[src/shared/tsync_pkg.sv]
`default_nettype none
package tsync_pkg;
	localparam int PADDR_W = 8;
	localparam int PDATA_W = 32;
	localparam int CNT_W = 16;
	localparam logic [PADDR_W-1:0] ADDR_CTRL = 8'h00;
	localparam logic [PADDR_W-1:0] ADDR_MASTER = 8'h04;
	localparam logic [PADDR_W-1:0] ADDR_SLAVE = 8'h08;
	localparam logic [PADDR_W-1:0] ADDR_CHAN = 8'h0c;
	localparam logic [PADDR_W-1:0] ADDR_POLARITY = 8'h10;
	localparam logic [PADDR_W-1:0] ADDR_EVENT = 8'h14;
	localparam logic [PADDR_W-1:0] ADDR_FLAGS = 8'h18;
	localparam logic [PADDR_W-1:0] ADDR_COUNT = 8'h1c;
	localparam logic [PADDR_W-1:0] ADDR_PRESCALE = 8'h20;
	localparam logic [PADDR_W-1:0] ADDR_RELOAD = 8'h24;
	localparam logic [PADDR_W-1:0] ADDR_COMPARE1 = 8'h28;
	localparam logic [PADDR_W-1:0] ADDR_CAPTURE1 = 8'h2c;
	localparam int CEN_BIT = 0;
	localparam int MMS_LSB = 4;
	localparam int SMS_LSB = 0;
	localparam int TS_LSB = 4;
	localparam int MSM_BIT = 7;
	localparam int ETF_LSB = 8;
	localparam int ETPS_LSB = 12;
	localparam int ECE_BIT = 14;
	localparam int ETP_BIT = 15;
	localparam int CC1S_LSB = 0;
	localparam int IC1F_LSB = 4;
	localparam int CC2S_LSB = 8;
	localparam int IC2F_LSB = 12;
	localparam int CC1P_BIT = 1;
	localparam int CC2P_BIT = 5;
	localparam int UG_BIT = 0;
	localparam int UIF_BIT = 0;
	localparam int TIF_BIT = 6;
	localparam logic [CNT_W-1:0] RELOAD_RESET = 16'hffff;
	localparam logic [3:0] FILTER_OFF = 4'h0;
	localparam logic [1:0] CAPSRC_OWN = 2'h1;
	localparam logic [1:0] CAPSRC_OTHER = 2'h2;
	typedef enum logic [2:0] {SLAVE_OFF = 3'h0, SLAVE_RESET = 3'h4, SLAVE_GATED = 3'h5,
		SLAVE_TRIGGER = 3'h6, SLAVE_EXTCLK1 = 3'h7} slave_mode_e;
	typedef enum logic [2:0] {TRIG_INTERNAL = 3'h0, TRIG_CH1_EDGE = 3'h4, TRIG_CH1 = 3'h5,
		TRIG_CH2 = 3'h6, TRIG_EXT = 3'h7} trig_source_e;
	typedef enum logic [2:0] {MASTER_RESET = 3'h0, MASTER_ENABLE = 3'h1,
		MASTER_UPDATE = 3'h2, MASTER_COMPARE1 = 3'h4} master_mode_e;
endpackage
`default_nettype wire

[src/shared/cond_if.sv]
`timescale 1ns/1ps
`default_nettype none
interface cond_if;
	logic level;
	logic rise;
	logic fall;
	modport src(output level, output rise, output fall);
	modport dst(input level, input rise, input fall);
endinterface
`default_nettype wire

[src/hw/reset_sync.sv]
`timescale 1ns/1ps
`default_nettype none
module reset_sync (
	input wire logic clk,
	input wire logic nrstIn,
	output logic nrstOut
);
	typedef struct packed {
		logic stage1;
		logic stage2;
	} sync_s;
	sync_s s;
	sync_s next_s;
	always_comb begin
		next_s.stage1 = 1'b1;
		next_s.stage2 = s.stage1;
	end
	always_ff @(posedge clk or negedge nrstIn) begin
		if (!nrstIn) begin
			s <= '0;
		end else begin
			s <= next_s;
		end
	end
	assign nrstOut = s.stage2;
endmodule // reset_sync
`default_nettype wire

[src/hw/input_conditioner.sv]
`timescale 1ns/1ps
`default_nettype none
module input_conditioner (
	input wire logic clk,
	input wire logic rstn,
	input wire logic ce,
	input wire logic pinIn,
	input wire logic [3:0] filterLen,
	input wire logic invert,
	input wire logic [1:0] prescale,
	cond_if.src out
);
	import tsync_pkg::*;
	typedef struct packed {
		logic sync1;
		logic sync2;
		logic filt;
		logic prev;
		logic [3:0] stable;
		logic [2:0] div;
		logic rise;
		logic fall;
	} cond_s;
	cond_s s;
	cond_s next_s;
	logic sample;
	logic rawRise;
	logic [2:0] divMask;
	always_comb begin
		next_s = s;
		next_s.sync1 = pinIn;
		next_s.sync2 = s.sync1;
		sample = s.sync2 ^ invert;
		if (filterLen == FILTER_OFF) begin
			next_s.filt = sample;
			next_s.stable = '0;
		end else if (sample == s.filt) begin
			next_s.stable = '0;
		end else if (s.stable + 4'h1 >= filterLen) begin
			next_s.filt = sample;
			next_s.stable = '0;
		end else begin
			next_s.stable = s.stable + 4'h1;
		end
		next_s.prev = s.filt;
		rawRise = s.filt && !s.prev;
		// one pulse per 1, 2, 4 or 8 rising edges
		divMask = 3'((4'h1 << prescale) - 4'h1);
		next_s.rise = rawRise && (s.div == divMask);
		next_s.fall = !s.filt && s.prev;
		if (rawRise) begin
			next_s.div = (s.div == divMask) ? 3'h0 : s.div + 3'h1;
		end
	end
	always_ff @(posedge clk or negedge rstn) begin
		if (!rstn) begin
			s <= '0;
		end else if (ce) begin
			s <= next_s;
		end
	end
	assign out.level = s.filt;
	assign out.rise = s.rise;
	assign out.fall = s.fall;
endmodule // input_conditioner
`default_nettype wire

[src/hw/timer_slave_trigger_and_sync.sv]
// The implementer's own choices: register access over APB and the placing of the registers.
`timescale 1ns/1ps
`default_nettype none
// Operation
// - Slave mode 110: trigger edge starts counter and sets trigger flag.
// - Trigger select 110 routes filtered channel 2, 101 channel 1.
// - Trigger edges pass resynchronising stages, so counting starts a few cycles late; the internal trigger input is taken without them.
// - Channel filter value 0000 passes edges unfiltered.
// - Channel polarity 0 means non-inverted, rising edges active.
// - Capture source 01 uses own pin; capture path never touches the trigger.
// - External clock 2 combines with reset, gated, trigger; not with clock mode 1.
// - External clock enable 1 makes conditioned external trigger the count clock.
// - External trigger: filter 0000 none, prescale 00 none, polarity 0 rising.
// - Clock 2 plus trigger mode: channel 1 edge starts, external edges count.
// - A master timer can reset, start, stop or clock the other timer.
// - Master mode 010 pulses trigger output on each update event.
// - Master mode 001 puts the counter enable on the trigger output.
// - Master mode 1xx outputs compare reference; its rising edge clocks a slave.
// - Slave mode 111 counts each rising edge of the selected trigger.
// - Gated mode 101 counts only while the trigger level is high.
// - Gating touches only the enable, never the counter clock.
// - Trigger sets the counter enable bit; it stays until software clears it.
// - Update generation write reinitialises counter and prescaler.
// - Software writes to the counter load a new count.
// - Master/slave bit delays own enable so both timers start aligned.
// - Internal trigger input comes from the other timer's trigger output.
// - Writing 1 to a flag bit clears it.
module timer_slave_trigger_and_sync #(
	parameter int CNT_W = tsync_pkg::CNT_W,
	parameter int MSM_DELAY = 2
) (
	input wire logic ref_clk,
	input wire logic nrst,
	input wire logic clkEnable,
	input wire logic psel,
	input wire logic penable,
	input wire logic pwrite,
	input wire logic [tsync_pkg::PADDR_W-1:0] paddr,
	input wire logic [tsync_pkg::PDATA_W-1:0] pwdata,
	output logic pready,
	output logic [tsync_pkg::PDATA_W-1:0] prdata,
	output logic pslverr,
	input wire logic chan1TimerInput,
	input wire logic chan2TimerInput,
	input wire logic externalTriggerPin,
	input wire logic internalTriggerInput,
	output logic triggerOutput,
	output logic chan1CompareReference
);
	import tsync_pkg::*;

	typedef struct packed {
		logic cen;
		logic [2:0] mms;
		logic [2:0] sms;
		logic [2:0] ts;
		logic msm;
		logic [3:0] etf;
		logic [1:0] etps;
		logic ece;
		logic etp;
		logic [1:0] cc1s;
		logic [3:0] ic1f;
		logic [1:0] cc2s;
		logic [3:0] ic2f;
		logic cc1p;
		logic cc2p;
		logic uif;
		logic tif;
		logic [CNT_W-1:0] cnt;
		logic [CNT_W-1:0] psc;
		logic [CNT_W-1:0] pscCnt;
		logic [CNT_W-1:0] arr;
		logic [CNT_W-1:0] ccr1;
		logic [CNT_W-1:0] capt1;
		logic [MSM_DELAY-1:0] runDly;
		logic trgiPrev;
		logic trigger_output;
		logic ocRef;
		logic pready;
		logic pslverr;
		logic [PDATA_W-1:0] prdata;
	} regs_s;

	regs_s s;
	regs_s next_s;
	logic rstn;
	logic trgiLevel;
	logic trgiRise;
	logic runEnable;
	logic effRun;
	logic countTick;
	logic cntStep;
	logic uevPulse;
	logic ugEvent;
	logic wrEn;
	logic wrCnt;
	logic tifSet;
	logic tifClr;
	logic capEdge;
	logic setup;

	cond_if ch1If();
	cond_if ch2If();
	cond_if extIf();

	reset_sync resetSync (
		.clk(ref_clk),
		.nrstIn(nrst),
		.nrstOut(rstn)
	);

	input_conditioner ch1Cond (
		.clk(ref_clk),
		.rstn(rstn),
		.ce(clkEnable),
		.pinIn(chan1TimerInput),
		.filterLen(s.ic1f),
		.invert(s.cc1p),
		.prescale(2'h0),
		.out(ch1If.src)
	);

	input_conditioner ch2Cond (
		.clk(ref_clk),
		.rstn(rstn),
		.ce(clkEnable),
		.pinIn(chan2TimerInput),
		.filterLen(s.ic2f),
		.invert(s.cc2p),
		.prescale(2'h0),
		.out(ch2If.src)
	);

	input_conditioner extCond (
		.clk(ref_clk),
		.rstn(rstn),
		.ce(clkEnable),
		.pinIn(externalTriggerPin),
		.filterLen(s.etf),
		.invert(s.etp),
		.prescale(s.etps),
		.out(extIf.src)
	);

	function automatic logic addr_mapped(input logic [PADDR_W-1:0] a);
		addr_mapped = (a <= ADDR_CAPTURE1) && (a[1:0] == 2'h0);
	endfunction

	function automatic logic [PDATA_W-1:0] read_reg(input logic [PADDR_W-1:0] a, input regs_s r);
		logic [PDATA_W-1:0] d;
		d = '0;
		if (a == ADDR_CTRL) begin
			d[CEN_BIT] = r.cen;
		end else if (a == ADDR_MASTER) begin
			d[MMS_LSB +: 3] = r.mms;
		end else if (a == ADDR_SLAVE) begin
			d[SMS_LSB +: 3] = r.sms;
			d[TS_LSB +: 3] = r.ts;
			d[MSM_BIT] = r.msm;
			d[ETF_LSB +: 4] = r.etf;
			d[ETPS_LSB +: 2] = r.etps;
			d[ECE_BIT] = r.ece;
			d[ETP_BIT] = r.etp;
		end else if (a == ADDR_CHAN) begin
			d[CC1S_LSB +: 2] = r.cc1s;
			d[IC1F_LSB +: 4] = r.ic1f;
			d[CC2S_LSB +: 2] = r.cc2s;
			d[IC2F_LSB +: 4] = r.ic2f;
		end else if (a == ADDR_POLARITY) begin
			d[CC1P_BIT] = r.cc1p;
			d[CC2P_BIT] = r.cc2p;
		end else if (a == ADDR_FLAGS) begin
			d[UIF_BIT] = r.uif;
			d[TIF_BIT] = r.tif;
		end else if (a == ADDR_COUNT) begin
			d[CNT_W-1:0] = r.cnt;
		end else if (a == ADDR_PRESCALE) begin
			d[CNT_W-1:0] = r.psc;
		end else if (a == ADDR_RELOAD) begin
			d[CNT_W-1:0] = r.arr;
		end else if (a == ADDR_COMPARE1) begin
			d[CNT_W-1:0] = r.ccr1;
		end else if (a == ADDR_CAPTURE1) begin
			d[CNT_W-1:0] = r.capt1;
		end
		read_reg = d;
	endfunction

	always_comb begin
		next_s = s;
		setup = psel && !penable;
		wrEn = psel && penable && s.pready && pwrite && addr_mapped(paddr);
		wrCnt = wrEn && (paddr == ADDR_COUNT);
		ugEvent = wrEn && (paddr == ADDR_EVENT) && pwdata[UG_BIT];
		tifClr = wrEn && (paddr == ADDR_FLAGS) && pwdata[TIF_BIT];

		// slave trigger selection; the other timer's output is same-clock logic
		case (s.ts)
			TRIG_INTERNAL: trgiLevel = internalTriggerInput;
			TRIG_CH1_EDGE: trgiLevel = ch1If.rise || ch1If.fall;
			TRIG_CH1: trgiLevel = ch1If.level;
			TRIG_CH2: trgiLevel = ch2If.level;
			TRIG_EXT: trgiLevel = extIf.level;
			default: trgiLevel = 1'b0;
		endcase
		trgiRise = trgiLevel && !s.trgiPrev;
		next_s.trgiPrev = trgiLevel;

		// gating acts on the enable only
		runEnable = s.cen && !((s.sms == SLAVE_GATED) && !trgiLevel);
		next_s.runDly = {s.runDly[MSM_DELAY-2:0], runEnable};
		effRun = s.msm ? s.runDly[MSM_DELAY-1] : runEnable;

		if (s.ece) begin
			countTick = extIf.rise;
		end else if (s.sms == SLAVE_EXTCLK1) begin
			countTick = trgiRise;
		end else begin
			countTick = 1'b1;
		end

		cntStep = 1'b0;
		uevPulse = 1'b0;
		if (effRun && countTick) begin
			if (s.pscCnt == s.psc) begin
				next_s.pscCnt = '0;
				cntStep = 1'b1;
			end else begin
				next_s.pscCnt = s.pscCnt + 1'b1;
			end
		end
		if (cntStep) begin
			if (s.cnt == s.arr) begin
				next_s.cnt = '0;
				uevPulse = 1'b1;
			end else begin
				next_s.cnt = s.cnt + 1'b1;
			end
		end

		tifSet = 1'b0;
		case (s.sms)
			SLAVE_RESET: begin
				if (trgiRise) begin
					next_s.cnt = '0;
					next_s.pscCnt = '0;
					uevPulse = 1'b1;
					tifSet = 1'b1;
				end
			end
			SLAVE_GATED: begin
				tifSet = trgiRise || (!trgiLevel && s.trgiPrev);
			end
			SLAVE_TRIGGER: begin
				tifSet = trgiRise;
			end
			SLAVE_EXTCLK1: begin
				tifSet = trgiRise;
			end
			default: begin
				tifSet = 1'b0;
			end
		endcase

		if (ugEvent) begin
			next_s.cnt = '0;
			next_s.pscCnt = '0;
			uevPulse = 1'b1;
		end

		// software register writes
		if (wrEn) begin
			if (paddr == ADDR_CTRL) begin
				next_s.cen = pwdata[CEN_BIT];
			end else if (paddr == ADDR_MASTER) begin
				next_s.mms = pwdata[MMS_LSB +: 3];
			end else if (paddr == ADDR_SLAVE) begin
				next_s.sms = pwdata[SMS_LSB +: 3];
				next_s.ts = pwdata[TS_LSB +: 3];
				next_s.msm = pwdata[MSM_BIT];
				next_s.etf = pwdata[ETF_LSB +: 4];
				next_s.etps = pwdata[ETPS_LSB +: 2];
				next_s.ece = pwdata[ECE_BIT];
				next_s.etp = pwdata[ETP_BIT];
			end else if (paddr == ADDR_CHAN) begin
				next_s.cc1s = pwdata[CC1S_LSB +: 2];
				next_s.ic1f = pwdata[IC1F_LSB +: 4];
				next_s.cc2s = pwdata[CC2S_LSB +: 2];
				next_s.ic2f = pwdata[IC2F_LSB +: 4];
			end else if (paddr == ADDR_POLARITY) begin
				next_s.cc1p = pwdata[CC1P_BIT];
				next_s.cc2p = pwdata[CC2P_BIT];
			end else if (paddr == ADDR_COUNT) begin
				next_s.cnt = pwdata[CNT_W-1:0];
			end else if (paddr == ADDR_PRESCALE) begin
				next_s.psc = pwdata[CNT_W-1:0];
			end else if (paddr == ADDR_RELOAD) begin
				next_s.arr = pwdata[CNT_W-1:0];
			end else if (paddr == ADDR_COMPARE1) begin
				next_s.ccr1 = pwdata[CNT_W-1:0];
			end
		end

		// trigger sets the enable after any software write
		if ((s.sms == SLAVE_TRIGGER) && trgiRise) begin
			next_s.cen = 1'b1;
		end

		// flags: hardware set wins over a clear
		next_s.tif = (s.tif && !tifClr) || tifSet;
		next_s.uif = (s.uif && !(wrEn && (paddr == ADDR_FLAGS) && pwdata[UIF_BIT]))
			|| uevPulse;

		// capture on own or neighbouring channel, never prescaled trigger
		if (s.cc1s == CAPSRC_OWN) begin
			capEdge = ch1If.rise;
		end else if (s.cc1s == CAPSRC_OTHER) begin
			capEdge = ch2If.rise;
		end else begin
			capEdge = 1'b0;
		end
		if (capEdge) begin
			next_s.capt1 = s.cnt;
		end

		next_s.ocRef = s.cnt < s.ccr1;
		case (s.mms)
			MASTER_RESET: next_s.trigger_output = ugEvent || ((s.sms == SLAVE_RESET) && trgiRise);
			MASTER_ENABLE: next_s.trigger_output = runEnable;
			MASTER_UPDATE: next_s.trigger_output = uevPulse;
			default: next_s.trigger_output = s.mms[2] && next_s.ocRef;
		endcase

		// zero-wait APB: answer registered in setup cycle
		next_s.pready = setup;
		next_s.pslverr = setup && !addr_mapped(paddr);
		next_s.prdata = (setup && !pwrite) ? read_reg(paddr, s) : '0;
	end

	always_ff @(posedge ref_clk or negedge rstn) begin
		if (!rstn) begin
			s <= '0;
			s.arr <= RELOAD_RESET;
		end else if (clkEnable) begin
			s <= next_s;
		end
	end

	assign pready = s.pready;
	assign prdata = s.prdata;
	assign pslverr = s.pslverr;
	assign triggerOutput = s.trigger_output;
	assign chan1CompareReference = s.ocRef;
endmodule // timer_slave_trigger_and_sync
`default_nettype wire

[config.mk]
export PLATFORM = sky130hd
export DESIGN_NAME = timer_slave_trigger_and_sync
export DESIGN_NICKNAME = d
export VERILOG_FILES = /design/src/shared/tsync_pkg.sv /design/src/shared/cond_if.sv /design/src/hw/reset_sync.sv /design/src/hw/input_conditioner.sv /design/src/hw/timer_slave_trigger_and_sync.sv
export SDC_FILE = /design/constraint.sdc
export NUM_CORES = 1
export LEC_CHECK = 0
export ABC_AREA = 1
export ABC_CLOCK_PERIOD_IN_PS = 13500
export BUFFER_PORTS_ARGS = -buffer_cell sky130_fd_sc_hd__buf_2
export CAP_MARGIN = 30
export CORE_MARGIN = 3
export CORE_UTILIZATION = 35
export DETAILED_ROUTE_END_ITERATION = 10
export HOLD_SLACK_MARGIN = 0.12
export PLACE_DENSITY_LB_ADDON = 0.05
export SYNTH_ARGS = -nofsm -noshare
export SYNTH_HDL_FRONTEND = slang
export SYNTH_HIERARCHICAL = 1
export SYNTH_SLANG_ARGS = --single-unit
export TNS_END_PERCENT = 5
[constraint.sdc]
create_clock -name ref_clk -period 13.5 [get_ports ref_clk]
set_input_delay 1.35 -clock ref_clk [delete_from_list [all_inputs] [get_ports ref_clk]]
set_output_delay 1.35 -clock ref_clk [all_outputs]
set_load 0.02 [all_outputs]
==> results.py <==
metrics = {
    "floorplan": {
        "die_w_um": 189,
        "die_y_um": 189,
        "coreArea_mm2": 0.0327,
        "num_rows": 66,
        "io_pins": 86,
        "die_area_mm2": 0.0356,
        "initial_core_util_pct": 35.7,
    },
    "timing": {
        "min_period_ps": 3770,
        "slew_headroom_pct": 37.2,
        "hold_viol": 0,
        "min_period_over_period_pct": 27.9,
        "setup_viol": 0,
        "fin_skew_ps": 14.1,
        "setup-tns-final_ps": 0,
        "maxSlewViolCount": 0,
        "tightest_slew_ps": 940,
        "clock.fmax_ghz": 0.265,
        "rsz0062_at_grt": "no",
    },
    "route": {
        "vias": 10000,
        "viasPerCell": 4.91,
        "drt_iter0_markers": 588,
        "ant_nets": 0,
        "drtPass1Iterations": 5,
        "drt-wirelength-per-cell_um": 17.7,
        "finalWirelength_um": 36100,
        "drc": 0,
    },
    "clock_tree": {
        "cts_buffer_depth": 2,
        "post_cts_resized": 0,
        "clock-sinks": 193,
        "cts_buffers": 17,
        "cts_hold_buf": 0,
        "insertion_delay_ps": 460,
        "htreeDepth": 4,
        "cts-root-buf": "clkbuf_16",
        "post_cts_buffers": 0,
        "cts_tree": "built",
        "clkTransAtPathRegs_ps": 80,
    },
    "worst_setup_path": {
        "regToRegSetupSlack_ps": 10520,
        "cp.arrival_ps": 4110,
        "reg2reg_to": "s[129]",
        "critical_path_required_ps": 13840,
        "start_kind": "input pin",
        "cp-end-kind": "register",
        "reg2reg_from": "s[161]",
        "critical_path_class": "input pin to register",
        "r2r_cells": 15,
        "path_max_fanout": 24,
    },
    "power": {
        "vdd_drop_max_mv": 0.0895,
        "power.density_mw_per_mm2": 104,
        "leakagePower_nw": 6.25,
    },
    "final_layout": {
        "nets": 1675,
        "final_cell_mix": "nand2_1 (387), inv_1 (212), dfrtp_1 (176)",
        "n_antenna_cell": 0,
        "mostFrequentLayoutCell": "nand2_1",
        "area.growth.synth_to_final_pct": 9.49,
        "drive_gt1_share_pct": 11.7,
        "finalInstanceArea_mm2": 0.0128,
    },
    "grt": {
        "grt_pass1_wl_um": 57200,
        "grt_pass1_vias": 9716,
        "track_usage_pct": 20.9,
        "grt-ovfl-total": 0,
        "antenna_found_initial": 0,
        "grt_max_degree": 57,
    },
    "synthesis": {
        "synth_area_mm2": 0.0117,
        "syn_inst": 1556,
        "syn_avg_cell_area_um2": 7.51,
        "ys_warn_count": 6,
    },
    "place": {
        "postPlaceCellArea_mm2": 0.0122,
        "io_buffers": 53,
        "dp_hpwl_um": 26500,
        "place_congestion": 0.866,
    },
    "run_status": {
        "status": "finished clean",
    },
    "hold_path": {
        "hold_path.class": "register to async pin",
    },
    "run": {
        "cap_viol_max_count": 0,
    },
}
worst max-delay path: stages:
cell,delay (ps)
buf_2,110
inv_1,60
nand2_2,70
nor2_4,540
inv_2,170
nor2_2,640
nand3_1,770
o21ai_0,390
metal layers:
metal / up-vias / routed length, um / track usage (%)
met4: 0 / 883 / 6.33
met5: - / 0 / 0
met3: 37 / 1350 / 3.53
met2: 197 / 15800 / 31.7
met1: 4778 / 18100 / 30.5
li1: 5025 / - / -
metrics by stage:
step / hold WS (ps) / total power, mW / cells / utilization, % / setup slack [ps]
global route: 237 / 1.41 / 2044 / 39.1 / 9550
floorplan: 331 / 0.788 / 1587 / - / 7750
global placement: 213 / 0.847 / 2008 / 37.2 / 9300
detailed placement: 219 / 0.849 / 2012 / 37.4 / 9350
CTS: 223 / 1.35 / 2044 / 39.1 / 9830
finish: 209 / 1.33 / 2044 / 39.1 / 9730
flip-flops by register name, summed over array words and instances (netlist names), 9 cells and up:
register   flops
ch2Cond/s      9
extCond/s      9
ch1Cond/s      9
s            133
prdata        16
power by group:
group	internal, mW	leakage [nW]	switching, mW	total (mW)
combinational	0.0630	3.48	0.126	0.189
clock	0.244	0.250	0.250	0.494
sequential	0.606	2.53	0.0416	0.648
total	0.913	6.25	0.418	1.33
cell type report:
type | count | area, um^2
Clock inverter | 13 | 105
Inverter | 232 | 878
Multi-Input combinational cell | 1081 | 5560
Timing Repair Buffer | 64 | 403
Sequential cell | 193 | 4850
Tap cell | 442 | 553
Clock buffer | 19 | 443
Fill cell | 3489 | 19900
worst max-delay path by stage:
stage	depth (start not counted)	endpoint	from	slack, ps
6_report	8	s[145]	paddr[0]	9730
4_1_cts	8	s[145]	paddr[0]	9830
3_5_place_dp	8	s[145]	paddr[0]	9350
3_3_place_gp	9	s[105]	clkEnable	9300
5_1_grt	8	s[146]	paddr[1]	9550
2_1_floorplan	0	ch1Cond/next_s[11]	resetSync/nrstOut	7750
Note: power is estimated with default switching activity, not from simulation.
